<file path="config.mk">
export PLATFORM = sky130hd
export DESIGN_NAME = lpb_device_flat
export DESIGN_NICKNAME = d
export VERILOG_FILES = /design/src/core/lpb_pkg.sv /design/src/core/lpb_if.sv /design/src/core/lpb_bank_timer.sv /design/src/core/lpb_device.sv /design/src/flat_wrapper.sv
export SDC_FILE = /design/constraint.sdc
export NUM_CORES = 1
export LEC_CHECK = 0
export BUFFER_PORTS_ARGS = -buffer_cell sky130_fd_sc_hd__buf_4
export CORE_AREA = 2 2 173 175
export DETAILED_ROUTE_END_ITERATION = 6
export DIE_AREA = 0 0 175 177
export GPL_ROUTABILITY_DRIVEN = 0
export HOLD_SLACK_MARGIN = 0.08
export PLACE_DENSITY = 0.72
export SYNTH_ARGS = -nofsm -noshare
export SYNTH_HDL_FRONTEND = slang
export SYNTH_SLANG_ARGS = --single-unit
</file>
<file path="constraint.sdc">
create_clock -name SYS_CLK_IN -period 2.7 [get_ports SYS_CLK_IN]
set_input_delay 0.135 -clock SYS_CLK_IN [delete_from_list [all_inputs] [get_ports SYS_CLK_IN]]
set_output_delay 0.135 -clock SYS_CLK_IN [all_outputs]
set_load 0.005 [all_outputs]
</file>
<file path="src/core/lpb_pkg.sv">
// package: command codes, timing constants and widths for the precharge/refresh logic
package lpb_pkg;
   // clock rate in MHz, used to turn nanoseconds into cycles
   localparam int CLK_MHZ = 100;
   // analog times in ns
   localparam int T_RTP_NS = 8;
   localparam int T_WR_NS = 15;
   localparam int T_RP_NS = 18;
   localparam int T_RAS_NS = 42;
   localparam int T_RC_NS = 60;
   localparam int T_RFC_NS = 130;
   localparam int T_WTR_NS = 8;
   localparam int T_REFI_NS = 3900;
   // cycle counts: least times round up
   localparam int RTP_CYC = (T_RTP_NS * CLK_MHZ + 999) / 1000;
   localparam int WR_CYC = (T_WR_NS * CLK_MHZ + 999) / 1000;
   localparam int RP_CYC = (T_RP_NS * CLK_MHZ + 999) / 1000;
   localparam int RAS_CYC = (T_RAS_NS * CLK_MHZ + 999) / 1000;
   localparam int RC_CYC = (T_RC_NS * CLK_MHZ + 999) / 1000;
   localparam int RFC_CYC = (T_RFC_NS * CLK_MHZ + 999) / 1000;
   localparam int WTR_CYC = (T_WTR_NS * CLK_MHZ + 999) / 1000;
   // longest refresh gap rounds down
   localparam int REF_GAP_MULT = 9;
   localparam int REF_GAP_CYC = (REF_GAP_MULT * T_REFI_NS * CLK_MHZ) / 1000;
   // defaults for burst length and latencies
   localparam int BL_DEF = 8;
   localparam int RL_DEF = 6;
   localparam int WL_DEF = 3;
   // bus and counter widths
   localparam int CA_W = 10;
   localparam int BANKS = 8;
   localparam int CNT_W = 16;
   // command opcodes taken from ca[3:0] at the rising edge
   localparam logic [3:0] OP_PRE = 4'hb;   // ca0,ca1 high, ca2 low, ca3 high
   localparam logic [3:0] OP_BST = 4'h3;   // ca0,ca1 high, ca2 low, ca3 low
   localparam logic [2:0] OP_REF = 3'h4;   // ca0,ca1 low, ca2 high
   // read: ca0 high, ca1 low, ca2 high; the h-h-l pattern belongs to pre/bst,
   // so a read with that code could never be told apart from them
   localparam logic [2:0] OP_RD = 3'h5;
   localparam logic [2:0] OP_WR = 3'h7;    // ca0,ca1,ca2 high
   localparam logic [2:0] OP_ACT_M = 3'h0; // ca0 low, ca1 high means activate
   // field positions in the rising-edge word
   localparam int BIT_ALL = 4;
   localparam int BIT_BA0 = 7;
   localparam int BIT_AP = 0;              // auto precharge, falling-edge word
   // controller command encoding on its user port
   typedef enum logic [2:0] {
      LPB_C_NOP = 3'h0,
      LPB_C_ACT = 3'h1,
      LPB_C_RD = 3'h2,
      LPB_C_WR = 3'h3,
      LPB_C_PRE = 3'h4,
      LPB_C_PREA = 3'h5,
      LPB_C_BST = 3'h6,
      LPB_C_REF = 3'h7
   } lpb_cmd_t;
endpackage

</file>
<file path="src/core/lpb_if.sv">
// interface: command/address link between controller and device
`timescale 1ns/1ns
interface lpb_if;
   logic cs_n;                           // chip select, active low
   logic [lpb_pkg::CA_W-1:0] ca_r;       // rising-edge half of the ca word
   logic [lpb_pkg::CA_W-1:0] ca_f;       // falling-edge half of the ca word
   modport ctrl (output cs_n, output ca_r, output ca_f);
   modport dev (input cs_n, input ca_r, input ca_f);
endinterface

</file>
<file path="src/core/lpb_bank_timer.sv">
// one bank: open flag, auto precharge delay and tRP countdown
`timescale 1ns/1ns
module lpb_bank_timer #(
   parameter int CW = lpb_pkg::CNT_W
) (
   input wire logic clk_in,
   input wire logic rst_n_in,
   input wire logic ce_in,
   input wire logic act_in,          // activate this bank
   input wire logic pre_in,          // explicit precharge of this bank
   input wire logic ap_in,           // schedule auto precharge
   input wire logic [CW-1:0] ap_dly_in, // cycles until auto precharge begins
   output logic open_out,            // row open
   output logic idle_out             // precharged and tRP satisfied
);
   localparam logic [CW-1:0] RP = CW'(lpb_pkg::RP_CYC);
   logic open_r;
   logic [CW-1:0] ap_cnt_r;          // 0 means no auto precharge pending
   logic [CW-1:0] rp_cnt_r;          // remaining precharge time
   wire ap_fire = (ap_cnt_r == CW'(1));
   wire close_now = pre_in | ap_fire;

   // close starts tRP from the latest precharge of either kind
   always_ff @(posedge clk_in) begin
      if (!rst_n_in) begin
         open_r <= 1'b0;
         ap_cnt_r <= '0;
         rp_cnt_r <= '0;
      end else if (ce_in) begin
         if (act_in) begin
            open_r <= 1'b1;
         end else if (close_now) begin
            open_r <= 1'b0;
         end
         if (ap_in) begin
            ap_cnt_r <= ap_dly_in;
         end else if (ap_cnt_r != '0) begin
            ap_cnt_r <= ap_cnt_r - CW'(1);
         end
         if (close_now) begin
            rp_cnt_r <= RP;
         end else if (rp_cnt_r != '0) begin
            rp_cnt_r <= rp_cnt_r - CW'(1);
         end
      end
   end
   assign open_out = open_r;
   assign idle_out = !open_r && (rp_cnt_r == '0) && (ap_cnt_r == '0);
endmodule

</file>
<file path="src/core/lpb_device.sv">
// device end: decodes precharge, burst terminate and refresh and tracks banks
`timescale 1ns/1ns
// What this block does
// - precharge decoded from cs low and ca3..0
// - ca4 closes all, else ca9..7 bank
// - controller waits BL/2 after read to precharge
// - controller honours tRAS before, tRP after precharge
// - controller honours tRTP from last prefetch
// - controller waits WL+BL/2+tWR after write
// - ap bit sampled on every read, write
// - read ap closes after max(BL/2, tRTP)
// - controller waits tRP and tRC after read-ap
// - write ap closes tWR after last data
// - controller spaces other-bank commands after ap
// - controller spaces read to precharge by table
// - controller spaces write to precharge by table
// - precharges one cycle apart, tRP from latest
// - burst terminate decoded from cs, ca3..0
// - terminate hits last access, even spacing
// - terminate ends data RL/WL later, 2*count
// - refresh decoded, ca3 selects all banks
// - refresh needs all idle, leaves all idle
// - refresh bank address from internal counter
// - controller waits tRFC after refresh
// - controller posts at most eight refreshes
module lpb_device #(
   parameter int BL = lpb_pkg::BL_DEF,
   parameter int RL = lpb_pkg::RL_DEF,
   parameter int WL = lpb_pkg::WL_DEF
) (
   input wire logic SYS_CLK_IN,
   input wire logic RESETN_IN,
   input wire logic CE_IN,
   lpb_if.dev LINK,
   output logic [lpb_pkg::BANKS-1:0] BANK_OPEN_OUT,  // open rows
   output logic ALL_IDLE_OUT,                        // every bank precharged, tRP done
   output logic REF_BUSY_OUT,                        // refresh cycle in progress
   output logic [2:0] REF_BANK_OUT,                  // internal refresh bank counter
   output logic DATA_STOP_OUT,                       // burst cut at this edge
   output logic [4:0] EFF_BL_OUT,                    // effective burst length of last cut
   output logic ERR_OUT                              // sticky protocol violation
);
   localparam int CW = lpb_pkg::CNT_W;
   localparam int NB = lpb_pkg::BANKS;
   // read ap delay is the later of BL/2 and tRTP
   localparam int RD_AP = (BL / 2 > lpb_pkg::RTP_CYC) ? BL / 2 : lpb_pkg::RTP_CYC;
   // write ap: WL + BL/2 to last data stored, then tWR
   localparam int WR_AP = WL + BL / 2 + lpb_pkg::WR_CYC;

   ////////////////////////////////////////////////////////////////////////////
   // command decode
   wire sel = !LINK.cs_n;
   wire [3:0] op = LINK.ca_r[3:0];
   wire is_pre = sel && (op == lpb_pkg::OP_PRE);
   wire is_bst = sel && (op == lpb_pkg::OP_BST);
   wire is_ref = sel && (op[2:0] == lpb_pkg::OP_REF);
   wire is_refa = is_ref && op[3];
   wire rd_cmd = sel && (op[2:0] == lpb_pkg::OP_RD); // read, with or without ap
   wire is_wr = sel && (op[2:0] == lpb_pkg::OP_WR);
   wire is_act = sel && !op[0] && op[1];
   wire pre_all = is_pre && LINK.ca_r[lpb_pkg::BIT_ALL];
   wire [2:0] pre_bank = LINK.ca_r[lpb_pkg::BIT_BA0 +: 3];
   wire [2:0] cmd_bank = LINK.ca_r[lpb_pkg::BIT_BA0 +: 3];
   wire ap_bit = LINK.ca_f[lpb_pkg::BIT_AP];

   ////////////////////////////////////////////////////////////////////////////
   // per-bank state
   logic [NB-1:0] bank_idle;
   genvar g;
   generate
      for (g = 0; g < NB; g++) begin : g_bank
         wire hit = (cmd_bank == 3'(g));
         wire pre_hit = pre_all | (is_pre && (pre_bank == 3'(g)));
         wire ap_rd = rd_cmd && hit && ap_bit;
         wire ap_wr = is_wr && hit && ap_bit;
         wire [CW-1:0] dly = ap_wr ? CW'(WR_AP) : CW'(RD_AP);
         lpb_bank_timer #(.CW(CW)) u_bank (
            .clk_in(SYS_CLK_IN),
            .rst_n_in(RESETN_IN),
            .ce_in(CE_IN),
            .act_in(is_act && hit),
            .pre_in(pre_hit),
            .ap_in(ap_rd | ap_wr),
            .ap_dly_in(dly),
            .open_out(BANK_OPEN_OUT[g]),
            .idle_out(bank_idle[g])
         );
      end
   endgenerate
   assign ALL_IDLE_OUT = &bank_idle;

   ////////////////////////////////////////////////////////////////////////////
   // burst terminate tracking
   logic [CW-1:0] since_r;     // cycles since the latest read or write
   logic last_wr_r;            // latest access was a write
   logic live_r;               // an access exists to terminate
   logic [CW-1:0] stop_cnt_r;  // countdown to the data cut
   logic [4:0] eff_bl_r;
   logic err_r;
   wire access = rd_cmd | is_wr;
   wire bst_ok = is_bst && live_r && !since_r[0] && (since_r != '0);
   wire [CW-1:0] stop_lat = last_wr_r ? CW'(WL) : CW'(RL);

   // the terminate only ever looks at the latest access
   always_ff @(posedge SYS_CLK_IN) begin
      if (!RESETN_IN) begin
         since_r <= '0;
         last_wr_r <= 1'b0;
         live_r <= 1'b0;
      end else if (CE_IN) begin
         if (access) begin
            since_r <= CW'(1);
            last_wr_r <= is_wr;
            live_r <= 1'b1;
         end else begin
            if (since_r != '1) since_r <= since_r + CW'(1);
            if (bst_ok || since_r >= CW'(BL / 2)) live_r <= 1'b0;
         end
      end
   end

   // data stops RL or WL cycles after the terminate
   always_ff @(posedge SYS_CLK_IN) begin
      if (!RESETN_IN) begin
         stop_cnt_r <= '0;
         eff_bl_r <= 5'h00;
      end else if (CE_IN) begin
         if (bst_ok) begin
            stop_cnt_r <= stop_lat;
            eff_bl_r <= 5'(since_r << 1);
         end else if (stop_cnt_r != '0) begin
            stop_cnt_r <= stop_cnt_r - CW'(1);
         end
      end
   end
   assign DATA_STOP_OUT = (stop_cnt_r == CW'(1));
   assign EFF_BL_OUT = eff_bl_r;

   ////////////////////////////////////////////////////////////////////////////
   // refresh: internal bank counter walks every bank
   logic [CW-1:0] rfc_cnt_r;
   logic [2:0] ref_bank_r;
   always_ff @(posedge SYS_CLK_IN) begin
      if (!RESETN_IN) begin
         rfc_cnt_r <= '0;
         ref_bank_r <= 3'h0;
      end else if (CE_IN) begin
         if (is_refa && ALL_IDLE_OUT) begin
            rfc_cnt_r <= CW'(lpb_pkg::RFC_CYC);
            ref_bank_r <= 3'h0;
         end else if (rfc_cnt_r != '0) begin
            rfc_cnt_r <= rfc_cnt_r - CW'(1);
            ref_bank_r <= ref_bank_r + 3'h1;
         end
      end
   end
   assign REF_BUSY_OUT = (rfc_cnt_r != '0);
   assign REF_BANK_OUT = ref_bank_r;

   ////////////////////////////////////////////////////////////////////////////
   // sticky flag for requests the device cannot honour
   wire bad_bst = is_bst && !bst_ok;
   wire bad_ref = is_refa && !ALL_IDLE_OUT;
   wire bad_busy = sel && REF_BUSY_OUT && (is_act || is_ref);
   always_ff @(posedge SYS_CLK_IN) begin
      if (!RESETN_IN) begin
         err_r <= 1'b0;
      end else if (CE_IN && (bad_bst || bad_ref || bad_busy)) begin
         err_r <= 1'b1;
      end
   end
   assign ERR_OUT = err_r;
endmodule

</file>
<file path="src/flat_wrapper.sv">
// flat-port wrapper written by rule: the top's interface ports become plain ports
module lpb_device_flat 
#(
   parameter int BL = lpb_pkg::BL_DEF,
   parameter int RL = lpb_pkg::RL_DEF,
   parameter int WL = lpb_pkg::WL_DEF
)
  (SYS_CLK_IN, RESETN_IN, CE_IN, BANK_OPEN_OUT, ALL_IDLE_OUT, REF_BUSY_OUT, REF_BANK_OUT, DATA_STOP_OUT, EFF_BL_OUT, ERR_OUT, LINK_cs_n, LINK_ca_r, LINK_ca_f);
  lpb_if LINK_i ();
  input wire logic SYS_CLK_IN;
  input wire logic RESETN_IN;
  input wire logic CE_IN;
  output logic [lpb_pkg::BANKS-1:0] BANK_OPEN_OUT;
  output logic ALL_IDLE_OUT;
  output logic REF_BUSY_OUT;
  output logic [2:0] REF_BANK_OUT;
  output logic DATA_STOP_OUT;
  output logic [4:0] EFF_BL_OUT;
  output logic ERR_OUT;
  input wire logic [$bits(LINK_i.cs_n)-1:0] LINK_cs_n;
  input wire logic [$bits(LINK_i.ca_r)-1:0] LINK_ca_r;
  input wire logic [$bits(LINK_i.ca_f)-1:0] LINK_ca_f;
  assign LINK_i.cs_n = LINK_cs_n;
  assign LINK_i.ca_r = LINK_ca_r;
  assign LINK_i.ca_f = LINK_ca_f;
  lpb_device #(.BL(BL), .RL(RL), .WL(WL)) u_core (.SYS_CLK_IN(SYS_CLK_IN), .RESETN_IN(RESETN_IN), .CE_IN(CE_IN), .LINK(LINK_i), .BANK_OPEN_OUT(BANK_OPEN_OUT), .ALL_IDLE_OUT(ALL_IDLE_OUT), .REF_BUSY_OUT(REF_BUSY_OUT), .REF_BANK_OUT(REF_BANK_OUT), .DATA_STOP_OUT(DATA_STOP_OUT), .EFF_BL_OUT(EFF_BL_OUT), .ERR_OUT(ERR_OUT));
endmodule
</file>
Word level (Yosys, flattened, before mapping)

Cells that the tools add are included.

Order comparisons: 1
Add/subtract/negate cells: 20
Multiplexer cells: 67
Eq/ne operators: 22
Shift-type cells: 0
Bitwise operators: 25
Divide/modulo/power cells: 0
Reduce and logical (&&, ||, !) cells: 194
Multiply operators: 0

Operators by type and width:

| cell                                                                   | count |
|---|---|
| 16-bit two-way mux                                                     | 38 |
| 16-bit nonzero test                                                    | 19 |
| 16-bit by 1-bit subtractor with 16-bit output, second input constant   | 18 |
| 16-bit logical NOT                                                     | 16 |
| 16-bit by 1-bit equality test with 1-bit output, second input constant | 9 |
| 1-bit logical AND                                                      | 82 |
| 2-bit AND reduction                                                    | 30 |
| 2-bit nonzero test                                                     | 28 |
| 4-bit two-way mux                                                      | 8 |
| 1-bit bitwise OR                                                       | 25 |
| 3-bit equality test, second input constant                             | 7 |
| 1-bit two-way mux                                                      | 18 |
| 16-bit by 1-bit adder with 16-bit output, second input constant        | 1 |
| 16-bit by 3-bit >= comparator with 1-bit output, second input constant | 1 |
| 16-bit != test, second input constant                                  | 1 |
| 1-bit logical NOT                                                      | 13 |
| 3-bit two-way mux                                                      | 3 |
| 8-bit AND reduction                                                    | 1 |
| 3-bit by 2-bit equality test with 1-bit output, second input constant  | 2 |
| 4-bit by 2-bit equality test with 1-bit output, second input constant  | 1 |
| 4-bit equality test, second input constant                             | 1 |
| 1-bit logical OR                                                       | 4 |
| 3-bit by 1-bit adder with 3-bit output, second input constant          | 1 |
| 3-bit by 1-bit equality test with 1-bit output, second input constant  | 1 |
| 3-bit logical NOT                                                      | 1 |

Memories kept: 0
Latch bits: 0
Memory bits (writable): 0
Bits in registers: 322
Input port bits: 24
Memory bits (read-only): 0

Logic depth before layout (Yosys ltp)

Depth after elaboration: 10
Depth in mapped cells: 11
Gate-level depth less buffers: 10

Modules after synthesis

Synthesis repeated with hierarchy kept, for this count alone.

Cells, all modules: 2392
Area, all modules: 18540.3 µm²

By module, submodules not included:

| module         | seq. area each (µm²) | instances | cells an instance | area each (µm²) |
|---|---|---|---|---|
| lpb_bank_timer | 660.6                | 8         | 246               | 1903.1 |
| lpb_device     | 1161.1               | 1         | 424               | 3315.7 |

Least setup slack after synthesis

No wires, ideal clock.

Path kind: register -> register
Start: register u_core.g_bank[1].u_bank.rp_cnt_r[10]
End: register u_core.rfc_cnt_r[10]
Arrival: 2603 ps
Slack: -27 ps
Required time: 2576 ps
Setup time: 124 ps
Buffers on the path: 1
Stages on the path, launching flop included: 9
Period minus slack after synthesis: 2727 ps
Cell sequence: dfxtp_1 or4_4 or4b_1 or4_4 nor4_4 nand4_2 buf_2 a31oi_1 o22ai_1

Cells in the longest elaborated chain, start to end: 7
Elaborated cells between the ends (all ways): 8

RTL lines:

| what                                 | RTL line             | RTL |
|---|---|---|
| start, declared                      | lpb_bank_timer.sv:19 | `logic [CW-1:0] rp_cnt_r;` |
| start signal, assigned               | lpb_bank_timer.sv:43 | `rp_cnt_r <= rp_cnt_r - CW'(1);` |
| 16-bit logical NOT *                 | lpb_bank_timer.sv:48 | `assign idle_out = !open_r && (rp_cnt_r == '0) && (ap_cnt_r == '0);` |
| 1-bit logical AND * (2 in a row)     | lpb_bank_timer.sv:48 |  |
| 8-bit AND reduction *                | lpb_device.sv:90     | `assign ALL_IDLE_OUT = &bank_idle;` |
| 1-bit logical AND *                  | lpb_device.sv:148    | `if (is_refa && ALL_IDLE_OUT) begin` |
| 2-bit nonzero test (no source line)  | n/a                  |  |
| 2-bit AND reduction (no source line) | n/a                  |  |
| end signal, assigned                 | lpb_device.sv:149    | `rfc_cnt_r <= CW'(lpb_pkg::RFC_CYC);` |
| end signal, assigned                 | lpb_device.sv:152    | `rfc_cnt_r <= rfc_cnt_r - CW'(1);` |
| end, declared                        | lpb_device.sv:141    | `logic [CW-1:0] rfc_cnt_r;` |

Mark *: on every way between the ends. The rest lies on a longest branch, timed or not.
A chain may end at the register's enable or synchronous reset.

Worst setup path in the final report

Same ends and word-level chain as after synthesis.

==> run_results.csv <==
group,metric,value,unit
hold_path,holdPathStages,4,
setup_path,cp_slowest_cell,"or4_4",
final_layout,multi_input_area,8975,sq um
setup_path,rr_startpoint,"u_core.g_bank[1].u_bank.rp_cnt_r[10]",
pwr,combPwrFrac,48.1,%
grt,antenna_found_initial,0,
setup_path,worst-path-buf-inv,1,
routing,avgRoutedWirePerCell,14.60,um
grt,first_global_vias,12900,
routing,dr.pass1.iters,6,
pwr,switching_share,39.59,%
routing,drt_iter0_drc,851,
pwr,power.total,25.94,mW
yosys,synth_area_per_cell,8.357,sq um
grt,grt-ovfl-total,0,
final_layout,post-route-cell-area,18450,sq um
sta,relSlewSlack,47.32,%
setup_path,path_delay_family,"simple AND/OR/NAND/NOR gates",
setup_path,crit_chain,"or4_4 > or4b_4 > or4_4 > nor4_4 > nand4_4 > buf_6 > a31oi_4 > o22ai_2",
place,placed_cells,2330,
clocking,cts_root_buf,"clkbuf_16",
grt,grt_pass1_wl,59280,um
clocking,htreeDepth,2,
yosys,synth.area.top_cells,"dfxtp_1 41%, nor2_1 7.4%, xnor2_1 7.2%",
yosys,syn_area,15730,sq um
yosys,synth-async-reset-ratio,0,%
sta,finalWorstSetupSlack,-0.2649,ns
clocking,clock_sinks,322,
hold_path,hp-class,"input pin to flop",
final_layout,syn2layout_area_growth,17.31,%
setup_path,required,3.10,ns
setup_path,crit_path_max_incr_delay,0.54,ns
sta,min_period,2.965,ns
sta,skew,0.01829,ns
pwr,p_leak,7.232,nW
yosys,ys_seq_area_share,40.99,%
yosys,synth_nets,1952,
pwr,p_sw,10.27,mW
clocking,path_clk_slew,0.06,ns
final_layout,drive_above_1_share,12.07,%
routing,num_vias,13510,
yosys,ys_warn_count,0,
yosys,synthTopCellsByCount,"322 x dfxtp_1, 312 x nor2_1, 129 x xnor2_1, 124 x nand2_1, 91 x nor3_1",
pwr,power_frac_seq,31.6,%
die,die_area,30980,sq um
sta,hold_slack,0.09831,ns
setup_path,crit_fanout,6,
setup_path,cp-end-kind,"flop",
yosys,synthDistinctLibCells,71,
final_layout,fill_cells,2531,
routing,drc,0,
place,port-buffer-count,31,
grt,grt_max_degree,37,
die,die_height,177,um
run,maxCapViolCount,0,
hold_path,hold_path_startpoint,"LINK_ca_r[2]",
yosys,yosys.area.top_type,"dfxtp_1",
routing,route.final.wire_length,35100,um
yosys,synth_top_area_share,40.99,%
final_layout,fin_nets,2055,
yosys,synth_cells,1882,
yosys,synth.most_common_cell,"dfxtp_1",
clocking,clockBufferDepth,3,
place,place_ws,-0.1343,ns
setup_path,r2r-end,"u_core.rfc_cnt_r[10]",
pwr,power.internal,15.67,mW
die,die_w,175,um
pwr,powerDensity,1406,nW/um^2
clocking,worst_skew_pair.late_latency,0.52,ns
final_layout,seqCellArea,6447,sq um
die,start_util,53.78,%
final_layout,finalNonFillerCells,2404,
status,outcome,"finished with violations",
routing,vias_per_cell,5.619,
setup_path,critPathMostFrequentCell,"or4_4",
setup_path,critPathLaunchType,"flop",
sta,rsz0062_at_grt,"true",
sta,tightestPinTransition,0.7866,ns
routing,drtAntennaViolNets,0,
sta,setup_viol,17,
sta,hold_violations,0,
die,rows,63,
place,post_dp_cell_area,16900,sq um
setup_path,r2r_slack,-0.26,ns
grt,track_usage,22.49,%
hold_path,whs_endpoint,"u_core.ERR_OUT",
die,fp.coreArea,29240,sq um
yosys,synth_ff_type,"dfxtp_1",
sta,fin_crit_sh,109.8,%
setup_path,worstPathArrival,3.37,ns
die,ios,44,
pwr,clkPwrFrac,20.4,%
clocking,cts_buffers,37,
clocking,cts_tree,"done",
sta,slew_violations,0,
place,detailed_place_hpwl,24560,um
pwr,ir_worst_vdd,0.6055,mV
sta,max_freq,337.3,MHz
yosys,synth_seq_cells,322,
yosys,synth_edf_count,0,
setup_path,critical_path_class,"flop to flop",
status,violations,"negative setup slack",
setup_path,reg2reg_depth,8,
final_layout,diodes,0,
## worst max-delay path by stage
| stage | start | endpoint | cells past startpoint |
|---|---|---|---|
| after floorplan | u_core.g_bank[1].u_bank.rp_cnt_r[10] | u_core.rfc_cnt_r[14] | 7 |
| after global placement | u_core.g_bank[7].u_bank.rp_cnt_r[6] | u_core.rfc_cnt_r[10] | 9 |
| after CTS | u_core.g_bank[1].u_bank.rp_cnt_r[10] | ALL_IDLE_OUT | 7 |
| after detailed placement | u_core.g_bank[7].u_bank.rp_cnt_r[6] | u_core.rfc_cnt_r[11] | 9 |
| after global routing | u_core.g_bank[1].u_bank.rp_cnt_r[10] | u_core.rfc_cnt_r[10] | 8 |
| final | u_core.g_bank[1].u_bank.rp_cnt_r[10] | u_core.rfc_cnt_r[10] | 8 |
## cell type report
| cell class | count | share of cell area (%) |
|---|---|---|
| multi-input combinational | 1444 | 48.64 |
| timing repair buffer | 131 | 5.649 |
| sequential | 322 | 34.95 |
| tap | 390 | 2.645 |
| inverter | 49 | 0.9969 |
| clock inverter | 10 | 0.8477 |
| clock buffer | 58 | 6.273 |
## registers in the layout, indices dropped and copies added, names as in the netlist
signal,cells
u_core.g_bank.u_bank.ap_cnt_r,128
u_core.g_bank.u_bank.rp_cnt_r,128
u_core.rfc_cnt_r,16
u_core.since_r,16
u_core.stop_cnt_r,16
u_core.g_bank.u_bank.open_out,8
u_core.EFF_BL_OUT,4
u_core.REF_BANK_OUT,3
u_core.ERR_OUT,1
u_core.last_wr_r,1
u_core.live_r,1
## power groups by stage
stage / Sequential (mW) / Clock [mW] / Combinational [mW]
after floorplan: 7.88 / 0 / 9.06
after global placement: 8.12 / 0 / 11.7
after detailed placement: 8.20 / 0 / 12.0
after CTS: 8.14 / 5.39 / 12.2
after global routing: 8.45 / 5.61 / 14.0
final: 8.19 / 5.29 / 12.5
## what timing repair did
| item | 4_1_cts | 5_1_grt |
|---|---|---|
| endpoints found under the setup margin | 17 | 37 |
| hold buffers | 4 | 0 |
| resized for setup | 16 | 22 |
| cloned | 1 | 0 |
| pin swaps | 7 | 11 |
| hold endpoints to repair | 8 | 0 |
| buffers inserted | 1 | 0 |
## worst reg2reg max path, cell delays in order, from the launching register on
cell and delay, ns:
dfxtp_2 0.32, or4_4 0.53, or4b_4 0.50, or4_4 0.54, nor4_4 0.33, nand4_4 0.19
buf_6 0.19, a31oi_4 0.16, o22ai_2 0.09
## cell families after synthesis
kind of cell / count (synthesis) / synth area share, %
muxes: 4 / 0.2546
buffers and inverters: 116 / 2.999
and+or+nand+nor: 922 / 30.12
xor gates and xnor gates: 203 / 11.30
other: 1 / 0.02384
AOI/OAI and AO/OA: 268 / 10.65
DFF: 322 / 40.99
adders and majority gates: 46 / 3.659
## per-stage QoR
step | setup TNS, ns | util [%]
final | -3.635 | 63.09
after global routing | -5.406 | 63.09
after CTS | -0.7051 | 62.73
after detailed placement | -0.6985 | 57.80
after global placement | -0.2963 | 57.80
after floorplan | -0.01894 | -
## placed cells by master, fill, tap and decap left out, types with 6 or more instances in the layout
cell type / n
a21boi_0: 11
a21oi_1: 74
a31oi_1: 6
and2_1: 12
and3_1: 12
and4_1: 9
buf_4: 121
clkbuf_1: 8
clkbuf_16: 39
clkbuf_8: 11
dfxtp_1: 321
ha_1: 46
inv_1: 48
nand2_1: 124
nand2b_1: 13
nand3_1: 41
nand4_1: 37
nor2_1: 312
nor2b_1: 19
nor3_1: 89
nor3b_1: 11
nor4_1: 82
nor4b_1: 13
o211a_1: 8
o211ai_1: 16
o21a_1: 13
o21ai_0: 77
o21ai_1: 7
o31ai_1: 10
o41ai_1: 6
or2_2: 13
or3_1: 59
or4_1: 29
or4_4: 8
xnor2_1: 129
xor2_1: 74
## routing by layer
layer | wire length (um) | vias up | global-route usage (%)
li1 | - | 6887 | -
met1 | 16380 | 6319 | 29.19
met2 | 16240 | 245 | 38.47
met3 | 1655 | 57 | 3.845
met4 | 817 | 0 | 6.597
met5 | 0 | - | 0
Power figures use the tool's default switching activity.
